### src/hdl/wit_pkg.sv
// package of constants for the watch interval timer block
package wit_pkg;
    // register indexes and byte addresses (byte address is four times the index)
    localparam logic [19:0] WIT_MODE_IDX = 20'h0_ff41;
    localparam logic [19:0] WIT_STATUS_IDX = 20'h0_ff50;
    localparam logic [19:0] WIT_MASK_IDX = 20'h0_ff51;
    localparam logic [21:0] WIT_MODE_ADDR = {WIT_MODE_IDX, 2'b00};
    localparam logic [21:0] WIT_STATUS_ADDR = {WIT_STATUS_IDX, 2'b00};
    localparam logic [21:0] WIT_MASK_ADDR = {WIT_MASK_IDX, 2'b00};
    // reset values
    localparam logic [7:0] WIT_MODE_RESET = 8'h00;
    localparam logic [1:0] WIT_EVT_RESET = 2'h0;
    // mode register field positions
    localparam int WIT_CLK_SEL_BIT = 7;
    localparam int WIT_IVL_LSB = 4;
    localparam int WIT_FAST_BIT = 3;
    localparam int WIT_RSVD_BIT = 2;
    localparam int WIT_RUN_BIT = 1;
    localparam int WIT_EN_BIT = 0;
    // writable bits of the mode register: bit 2 is held at zero
    localparam logic [7:0] WIT_MODE_WMASK = 8'hfb;
    // event bits in status and mask
    localparam int WIT_EVT_WATCH = 0;
    localparam int WIT_EVT_IVL = 1;
    // divider and counter sizes
    localparam int WIT_DIV_FAST_EXP = 7;
    localparam int WIT_DIV_SLOW_EXP = 11;
    localparam int WIT_PRE_WIDTH = 9;
    localparam int WIT_CNT_WIDTH = 5;
    localparam logic [2:0] WIT_IVL_MAX_CODE = 3'h5;
    // axi responses
    localparam logic [1:0] WIT_RESP_OKAY = 2'h0;
    localparam logic [1:0] WIT_RESP_SLVERR = 2'h2;
    // clock period in ns
    localparam int WIT_CLK_PERIOD_NS = 8;
endpackage

### src/hdl/wit_top.sv
// watch interval timer with an axi4-lite register slave
//
// Overview of operation
// - 8-bit mode register, read/write, reset zero
// - bit 7 picks main clock /2^7 or /2^11
// - bits 6..4 pick interval 2^4..2^9; 6,7 prohibited
// - bit 3: flag every 2^14 or 2^5 periods
// - bit 1 runs 5-bit counter; zero clears it
// - bit 0 enables; zero clears prescaler and counter
// - watch counting only with bits 0 and 1 set
// - clearing bit 1 restarts counter, prescaler keeps running
// - normal mode fast clock gives periodic watch interrupt
// - interval interrupt repeats, concurrent with watch operation
//
// structure
// - a free-running divider stands in for the count clock source
// - divider low 7 bits all ones gives the fast watch tick
// - all 11 divider bits ones gives the slow watch tick
// - a tick is one aclk wide, so nothing here runs on a derived clock
// - the prescaler counts ticks only while the enable bit is set
// - the 5-bit counter counts only while enable and run are both set
//
// interval events
// - one event per 2^(4+code) ticks, taken from the prescaler low bits
// - codes 6 and 7 are refused: they raise no interval events at all
// - changing the code while running may give one short first interval
// - the prescaler is not cleared by a code change, by design
//
// watch events
// - normal mode: counter steps once per prescaler wrap, 2^14 ticks total
// - fast-feed mode: counter steps once per tick, 2^5 ticks total
// - event fires on the step that takes the counter from 31 back to 0
// - clearing only the run bit restarts the counter with the prescaler live
// - so the first watch event after such a restart may come early
//
// event reporting
// - every event sets a sticky status bit and gives a one-cycle pulse
// - status bits clear by writing a one; a new event wins over the clear
// - mask bits of the same layout gate status onto the level irq
// - irq follows status and mask with the same edge, no extra lag
// - pulse outputs appear at the same edge as the status bit
//
// register bus
// - axi4-lite slave, one write and one read at a time
// - write address and data are caught in either order
// - the write lands one edge after both are held, with bvalid
// - only byte lane 0 carries register data; lane 0 strobe low is a no-op
// - unmapped addresses answer slverr; writes there change nothing
// - reads answer at the same edge that takes the address
// - arready stays low from taking a read until its data is retired
// - unmapped reads return zero data
//
// limitations
// - the divider is cleared only by reset, so the tick phase is not aligned to mode writes
// - slow clock select makes one tick every 2048 aclk cycles
// - normal mode watch periods are long; tests favour fast-feed mode
// - mode bit 2 is not stored and always reads zero
//
// reset
// - synchronous and active low; every register returns to zero
// - awready and wready come up high as soon as reset is seen
// - arready rises at the first edge after reset is released
//
// outputs
// - every output is a flip-flop or the inverse of one held flag
// - pulse outputs never stand longer than one cycle
//
// Chosen here: register access over AXI4-Lite.
`timescale 1ns/1ps
module wit_top
    import wit_pkg::*;
#(
    parameter int ADDR_WIDTH = 22
) (
    // clock and reset
    input wire logic aclk,
    input wire logic aresetn,
    // axi4-lite write address
    input wire logic [ADDR_WIDTH-1:0] s_axi_awaddr,
    input wire logic s_axi_awvalid,
    output logic s_axi_awready,
    // axi4-lite write data
    input wire logic [31:0] s_axi_wdata,
    input wire logic [3:0] s_axi_wstrb,
    input wire logic s_axi_wvalid,
    output logic s_axi_wready,
    // axi4-lite write response
    output logic [1:0] s_axi_bresp,
    output logic s_axi_bvalid,
    input wire logic s_axi_bready,
    // axi4-lite read address
    input wire logic [ADDR_WIDTH-1:0] s_axi_araddr,
    input wire logic s_axi_arvalid,
    output logic s_axi_arready,
    // axi4-lite read data
    output logic [31:0] s_axi_rdata,
    output logic [1:0] s_axi_rresp,
    output logic s_axi_rvalid,
    input wire logic s_axi_rready,
    // interrupt and event outputs
    output logic irq,
    output logic watch_interrupt_request,
    output logic interval_interrupt_request
);
    // register state
    logic [7:0] watch_mode_reg;
    logic [1:0] status_reg;
    logic [1:0] mask_reg;
    logic irq_reg;
    logic watch_pulse_reg;
    logic ivl_pulse_reg;

    // axi write side state
    logic aw_held_reg;
    logic w_held_reg;
    logic [ADDR_WIDTH-1:0] awaddr_reg;
    logic [31:0] wdata_reg;
    logic [3:0] wstrb_reg;
    logic bvalid_reg;
    logic [1:0] bresp_reg;
    // axi read side state
    logic arready_reg;
    logic rvalid_reg;
    logic [1:0] rresp_reg;
    logic [31:0] rdata_reg;

    // mode fields
    wire clk_sel = watch_mode_reg[WIT_CLK_SEL_BIT];
    wire [2:0] ivl_code = watch_mode_reg[WIT_IVL_LSB +: 3];
    wire fast_mode = watch_mode_reg[WIT_FAST_BIT];
    wire run_ctl = watch_mode_reg[WIT_RUN_BIT];
    wire op_en = watch_mode_reg[WIT_EN_BIT];

    // free-running main clock divider; aclk stands for the main system clock
    wire [WIT_DIV_SLOW_EXP-1:0] div_count;
    wit_counter #(.WIDTH(WIT_DIV_SLOW_EXP)) u_div (
        .aclk(aclk),
        .aresetn(aresetn),
        .clr(1'b0),
        .inc(1'b1),
        .count(div_count)
    );
    // watch clock tick, one aclk wide
    wire tick_fast = &div_count[WIT_DIV_FAST_EXP-1:0];
    wire tick_slow = &div_count;
    wire watch_tick = clk_sel ? tick_slow : tick_fast;

    // 9-bit prescaler, cleared while disabled
    wire [WIT_PRE_WIDTH-1:0] pre_count;
    wire pre_clr = ~op_en;
    wire pre_inc = op_en & watch_tick;
    wit_counter #(.WIDTH(WIT_PRE_WIDTH)) u_pre (
        .aclk(aclk),
        .aresetn(aresetn),
        .clr(pre_clr),
        .inc(pre_inc),
        .count(pre_count)
    );

    // interval tap: low 4+code bits all ones on a tick ends one interval
    wire ivl_code_ok = (ivl_code <= WIT_IVL_MAX_CODE);
    wire [2:0] tap_shift = 3'(WIT_IVL_MAX_CODE - ivl_code);
    wire [WIT_PRE_WIDTH-1:0] tap_mask = {WIT_PRE_WIDTH{1'b1}} >> tap_shift;
    wire tap_full = &(pre_count | ~tap_mask);
    // prohibited codes raise no interval events at all
    wire ivl_event = pre_inc & ivl_code_ok & tap_full;

    // 5-bit watch counter; clearing only the run bit restarts it, prescaler runs on
    wire watch_run = op_en & run_ctl;
    wire pre_wrap = &pre_count;
    wire [WIT_CNT_WIDTH-1:0] cnt_count;
    wire cnt_clr = ~watch_run;
    // normal: one step per prescaler wrap (2^14 total); fast: one per tick (2^5)
    wire cnt_inc = watch_run & pre_inc & (fast_mode | pre_wrap);
    wit_counter #(.WIDTH(WIT_CNT_WIDTH)) u_cnt (
        .aclk(aclk),
        .aresetn(aresetn),
        .clr(cnt_clr),
        .inc(cnt_inc),
        .count(cnt_count)
    );
    wire watch_event = cnt_inc & (&cnt_count);

    // write channel decode
    wire wr_fire = aw_held_reg & w_held_reg & ~bvalid_reg;
    wire wr_mode = (awaddr_reg == ADDR_WIDTH'(WIT_MODE_ADDR));
    wire wr_status = (awaddr_reg == ADDR_WIDTH'(WIT_STATUS_ADDR));
    wire wr_mask = (awaddr_reg == ADDR_WIDTH'(WIT_MASK_ADDR));
    wire wr_hit = wr_mode | wr_status | wr_mask;
    // only byte lane 0 carries register data; strobes with lane 0 low leave it alone
    wire wr_lane0 = wr_fire & wstrb_reg[0];

    // register next values
    wire [7:0] mode_next = (wr_lane0 & wr_mode) ?
        (wdata_reg[7:0] & WIT_MODE_WMASK) : watch_mode_reg;
    wire [1:0] evt_now = {ivl_event, watch_event};
    wire [1:0] status_clr = (wr_lane0 & wr_status) ? wdata_reg[1:0] : 2'h0;
    // a new event wins over a simultaneous write-one clear
    wire [1:0] status_next = (status_reg & ~status_clr) | evt_now;
    wire [1:0] mask_next = (wr_lane0 & wr_mask) ? wdata_reg[1:0] : mask_reg;
    wire irq_next = |(status_next & mask_next);

    // read decode
    wire rd_fire = s_axi_arvalid & arready_reg;
    wire rd_mode = (s_axi_araddr == ADDR_WIDTH'(WIT_MODE_ADDR));
    wire rd_status = (s_axi_araddr == ADDR_WIDTH'(WIT_STATUS_ADDR));
    wire rd_mask = (s_axi_araddr == ADDR_WIDTH'(WIT_MASK_ADDR));
    wire rd_hit = rd_mode | rd_status | rd_mask;
    wire [31:0] rd_data = rd_mode ? {24'h00_0000, watch_mode_reg} :
        rd_status ? {30'h0000_0000, status_reg} :
        rd_mask ? {30'h0000_0000, mask_reg} : 32'h0000_0000;

    // mode, status, mask and interrupt registers
    always_ff @(posedge aclk) begin
        if (!aresetn) begin
            watch_mode_reg <= WIT_MODE_RESET;
            status_reg <= WIT_EVT_RESET;
            mask_reg <= WIT_EVT_RESET;
            irq_reg <= 1'b0;
            watch_pulse_reg <= 1'b0;
            ivl_pulse_reg <= 1'b0;
        end else begin
            watch_mode_reg <= mode_next;
            status_reg <= status_next;
            mask_reg <= mask_next;
            irq_reg <= irq_next;
            watch_pulse_reg <= watch_event;
            ivl_pulse_reg <= ivl_event;
        end
    end

    // write address and data are caught independently, in either order
    always_ff @(posedge aclk) begin
        if (!aresetn) begin
            aw_held_reg <= 1'b0;
            w_held_reg <= 1'b0;
            awaddr_reg <= '0;
            wdata_reg <= 32'h0000_0000;
            wstrb_reg <= 4'h0;
        end else begin
            if (s_axi_awvalid & ~aw_held_reg) begin
                aw_held_reg <= 1'b1;
                awaddr_reg <= s_axi_awaddr;
            end else if (wr_fire) begin
                aw_held_reg <= 1'b0;
            end
            if (s_axi_wvalid & ~w_held_reg) begin
                w_held_reg <= 1'b1;
                wdata_reg <= s_axi_wdata;
                wstrb_reg <= s_axi_wstrb;
            end else if (wr_fire) begin
                w_held_reg <= 1'b0;
            end
        end
    end

    // write response; unmapped addresses answer slverr
    always_ff @(posedge aclk) begin
        if (!aresetn) begin
            bvalid_reg <= 1'b0;
            bresp_reg <= WIT_RESP_OKAY;
        end else if (wr_fire) begin
            bvalid_reg <= 1'b1;
            bresp_reg <= wr_hit ? WIT_RESP_OKAY : WIT_RESP_SLVERR;
        end else if (s_axi_bready) begin
            bvalid_reg <= 1'b0;
        end
    end

    // read channel: one read at a time, arready drops while data waits
    always_ff @(posedge aclk) begin
        if (!aresetn) begin
            arready_reg <= 1'b0;
            rvalid_reg <= 1'b0;
            rresp_reg <= WIT_RESP_OKAY;
            rdata_reg <= 32'h0000_0000;
        end else if (rd_fire) begin
            arready_reg <= 1'b0;
            rvalid_reg <= 1'b1;
            rresp_reg <= rd_hit ? WIT_RESP_OKAY : WIT_RESP_SLVERR;
            rdata_reg <= rd_data;
        end else if (rvalid_reg) begin
            rvalid_reg <= ~s_axi_rready;
            arready_reg <= s_axi_rready;
        end else begin
            arready_reg <= 1'b1;
        end
    end

    // outputs from flip-flops; awready and wready are the held flags inverted
    assign s_axi_awready = ~aw_held_reg;
    assign s_axi_wready = ~w_held_reg;
    assign s_axi_bvalid = bvalid_reg;
    assign s_axi_bresp = bresp_reg;
    assign s_axi_arready = arready_reg;
    assign s_axi_rvalid = rvalid_reg;
    assign s_axi_rresp = rresp_reg;
    assign s_axi_rdata = rdata_reg;
    assign irq = irq_reg;
    assign watch_interrupt_request = watch_pulse_reg;
    assign interval_interrupt_request = ivl_pulse_reg;
endmodule

### src/hdl/wit_counter.sv
// clearable up-counter used for the clock divider, prescaler and watch counter
`timescale 1ns/1ps
module wit_counter
    import wit_pkg::*;
#(
    parameter int WIDTH = 9
) (
    // clock and reset
    input wire logic aclk,
    input wire logic aresetn,
    // control
    input wire logic clr,
    input wire logic inc,
    // state
    output logic [WIDTH-1:0] count
);
    logic [WIDTH-1:0] count_reg;
    logic [WIDTH-1:0] count_next;

    // clear wins over increment, wraps at full scale
    assign count_next = clr ? '0 : (inc ? WIDTH'(count_reg + 1'b1) : count_reg);
    assign count = count_reg;

    // state register
    always_ff @(posedge aclk) begin
        if (!aresetn) begin
            count_reg <= '0;
        end else begin
            count_reg <= count_next;
        end
    end
endmodule

### config.mk
export PLATFORM = sky130hd
export DESIGN_NAME = wit_top
export DESIGN_NICKNAME = d
export VERILOG_FILES = /design/src/hdl/wit_pkg.sv /design/src/hdl/wit_top.sv /design/src/hdl/wit_counter.sv
export SDC_FILE = /design/constraint.sdc
export NUM_CORES = 1
export LEC_CHECK = 0
export ABC_AREA = 1
export BUFFER_PORTS_ARGS = -buffer_cell sky130_fd_sc_hd__buf_4
export CAP_MARGIN = 20
export CELL_PAD_IN_SITES_DETAIL_PLACEMENT = 0
export CELL_PAD_IN_SITES_GLOBAL_PLACEMENT = 1
export CORE_MARGIN = 3
export CORE_UTILIZATION = 38
export DETAILED_ROUTE_END_ITERATION = 7
export GPL_ROUTABILITY_DRIVEN = 0
export HOLD_SLACK_MARGIN = 0.03
export PLACE_DENSITY_LB_ADDON = 0.08
export SETUP_SLACK_MARGIN = 0.1
export SLEW_MARGIN = 20
export SYNTH_ARGS = -nofsm -noshare
export SYNTH_HDL_FRONTEND = slang
export SYNTH_SLANG_ARGS = --single-unit
### constraint.sdc
create_clock -name aclk -period 4.2 [get_ports aclk]
set_clock_uncertainty 0.05 [all_clocks]
set_input_delay 0.21 -clock aclk [delete_from_list [all_inputs] [get_ports aclk]]
set_output_delay 0.21 -clock aclk [all_outputs]
set_load 0.005 [all_outputs]
==> impl_metrics.tcl <==
set metrics [dict create \
    post-route-util 0.4922 \
    antenna_found_initial 0 \
    endpoint_kind "register" \
    reg2reg_from "aw_held_reg" \
    clk_latency_ns 0.35 \
    multiInputGateArea_sq_um 1864 \
    ant_nets 0 \
    max-cap-violations 0 \
    hp-start "s_axi_wdata[5]" \
    seq_area_frac_synth 0.4208 \
    cts_resized 0 \
    dp.final_hpwl_microns 6594 \
    fill_cells 1028 \
    diodes 0 \
    dieHeight_microns 107.9 \
    cts_max_path_buffers 2 \
    ys_warn_count 0 \
    path_clk_slew_ns 0.08 \
    p_per_area_nw_per_um2 361.3 \
    htree_levels 3 \
    grt_max_degree 57 \
    critPathArrivalTime_ns 2.30 \
    cp_data_required_time_ns 4.37 \
    area_delta_synth_final_pct 24.08 \
    synthXorXnorAreaFrac 0.008872 \
    core-area_sq_um 9955 \
    drv_slew 0 \
    nets 735 \
    drt_iter0_markers 107 \
    syn_area_sq_um 3949 \
    overflow 0 \
    layout_common_cells "88 x nor2_1, 86 x nand2_1, 83 x dfxtp_1" \
    relSlewSlack 0.4411 \
    drt-wirelength-per-cell_microns 11.31 \
    synth_top_family_by_area "simple AND/OR/NAND/NOR gates" \
    synthCells 557 \
    synthAdderAreaFrac 0.02535 \
    min_period_over_period 0.5082 \
    start_kind "register" \
    layout.area.seq_sq_um 1662 \
    ios 131 \
    cts_tree "built" \
    fp-row-count 36 \
    fin_crit_ns 2.134 \
    setup.worst_path.start "aw_held_reg" \
    syn_area_per_cell_sq_um 7.089 \
    status "completed" \
    grt_pass1_wl_microns 14830 \
    fp.dieW_microns 107.9 \
    dr.pass1.iters 6 \
    hold_buffers 10 \
    initial_core_util 0.3967 \
    crit_fanout 36 \
    grt.total_usage 0.1584 \
    hold_path.class "input port to register" \
    setup_viol 0 \
    ys_ff_latch 83 \
    cts-root-buf "clkbuf_8" \
    finalHoldViolCount 0 \
    leakagePower_uw 0.002182 \
    cts_setup_buffers 0 \
    path_class "register to register" \
    place_area_sq_um 4514 \
    tightest_slew_ns 0.8332 \
    grt_pass1_vias 3327 \
    vias 3524 \
    cts.sinks 83 \
    drive_gt1_frac 0.1674 \
    synth.distinct_cells 31 \
    max_freq_ghz 0.4685 \
    io_buffers 75 \
    synth_compound_area_frac 0.1448 \
    hold_slack_ns 0.05095 \
    final_common_cell "nor2_1" \
    synth_mux_area_frac 0 \
    die_area_sq_um 11650 \
    synth_simple_gate_area_share 0.2674 \
    wl_microns 8799 \
    tns_ns 0 \
    vias_per_cell 4.530 \
    largest_reg_flops 22 \
    vdd_drop_max_uv 218.3 \
    stdcell_area_sq_um 4900 \
    cts_buffers 9 \
    p_total_uw 1770 \
    drc 0 \
    grt_setup_unrepaired "false" \
]
[synth_stat cells]
cell,count,share of area
buf_6,1,0.0029
nor3b_1,2,0.0038
nor2_1,88,0.084
a21boi_1,1,0.0019
o21ai_1,3,0.0038
nand3b_1,4,0.0076
nor3_4,1,0.0041
nor2_2,5,0.0079
a21oi_1,48,0.061
nor3_1,7,0.0089
buf_4,27,0.051
conb_1,1,0.00095
o21ai_0,57,0.072
nand3_1,26,0.033
o21a_1,1,0.0019
nand2_1,86,0.082
xnor2_1,1,0.0022
o211ai_1,1,0.0019
ha_1,8,0.025
a21oi_2,1,0.0022
dfxtp_1,83,0.42
inv_1,67,0.064
and2_1,1,0.0016
buf_2,2,0.0025
clkbuf_1,10,0.0095
clkinv_1,2,0.0019
nand2_2,8,0.013
nand4_1,9,0.014
nor2_4,2,0.0057
nand3_2,1,0.0025
xor2_1,3,0.0067
[where the power goes]
group / total [uW] / switching (uW) / internal (uW) / leakage [uW]
clock: 770 / 282 / 488 / 0.000137
combinational: 162 / 83.1 / 78.5 / 0.00137
sequential: 839 / 18.3 / 820 / 0.000678
[final cells by class]
cell class | count | share of cell area
multi-input combinational | 391 | 0.3805
clock buffer | 12 | 0.03166
tap | 133 | 0.03396
timing repair buffer | 86 | 0.1374
clock inverter | 4 | 0.02451
inverter | 69 | 0.05286
sequential | 83 | 0.3391
[final timing paths]
path | end | slack, ns | cells past startpoint
worst max register to register | awaddr_reg[21] | 2.07 | 4
worst max-delay path | awaddr_reg[21] | 2.07 | 4
worst min-delay path | wdata_reg[5] | 0.05 | 3
worst min register to register | u_div.count[0] | 0.40 | 1
[stage by stage]
step                      worst slack, ns  instances
after floorplan                     2.450        583
after global placement              2.096        751
after detailed placement            2.044        751
after CTS                           2.025        777
after global routing                1.778        778
final                               2.066        778
[critical path: stages, from the launching register on]
cell      delay, ns
dfxtp_1        0.34
nor2_2         0.32
clkinv_1       0.76
o21ai_0        0.45
a21oi_1        0.07
[logic make-up after synthesis]
family	count (synthesis)
and+or+nand+nor	240
adders and majority gates	8
DFF	83
xor gates and xnor gates	4
buffers and inverters	109
AOI/OAI and AO/OA	112
other	1
[layer usage]
layer  global-route usage  wire (microns)  vias up
met5                    0               0        -
met4              0.04328              93        0
met3              0.04358             535       10
met2               0.2593            3871       85
met1               0.2062            4299     1531
li1                     -               -     1898
No activity file was read; power rests on OpenSTA's default activity.
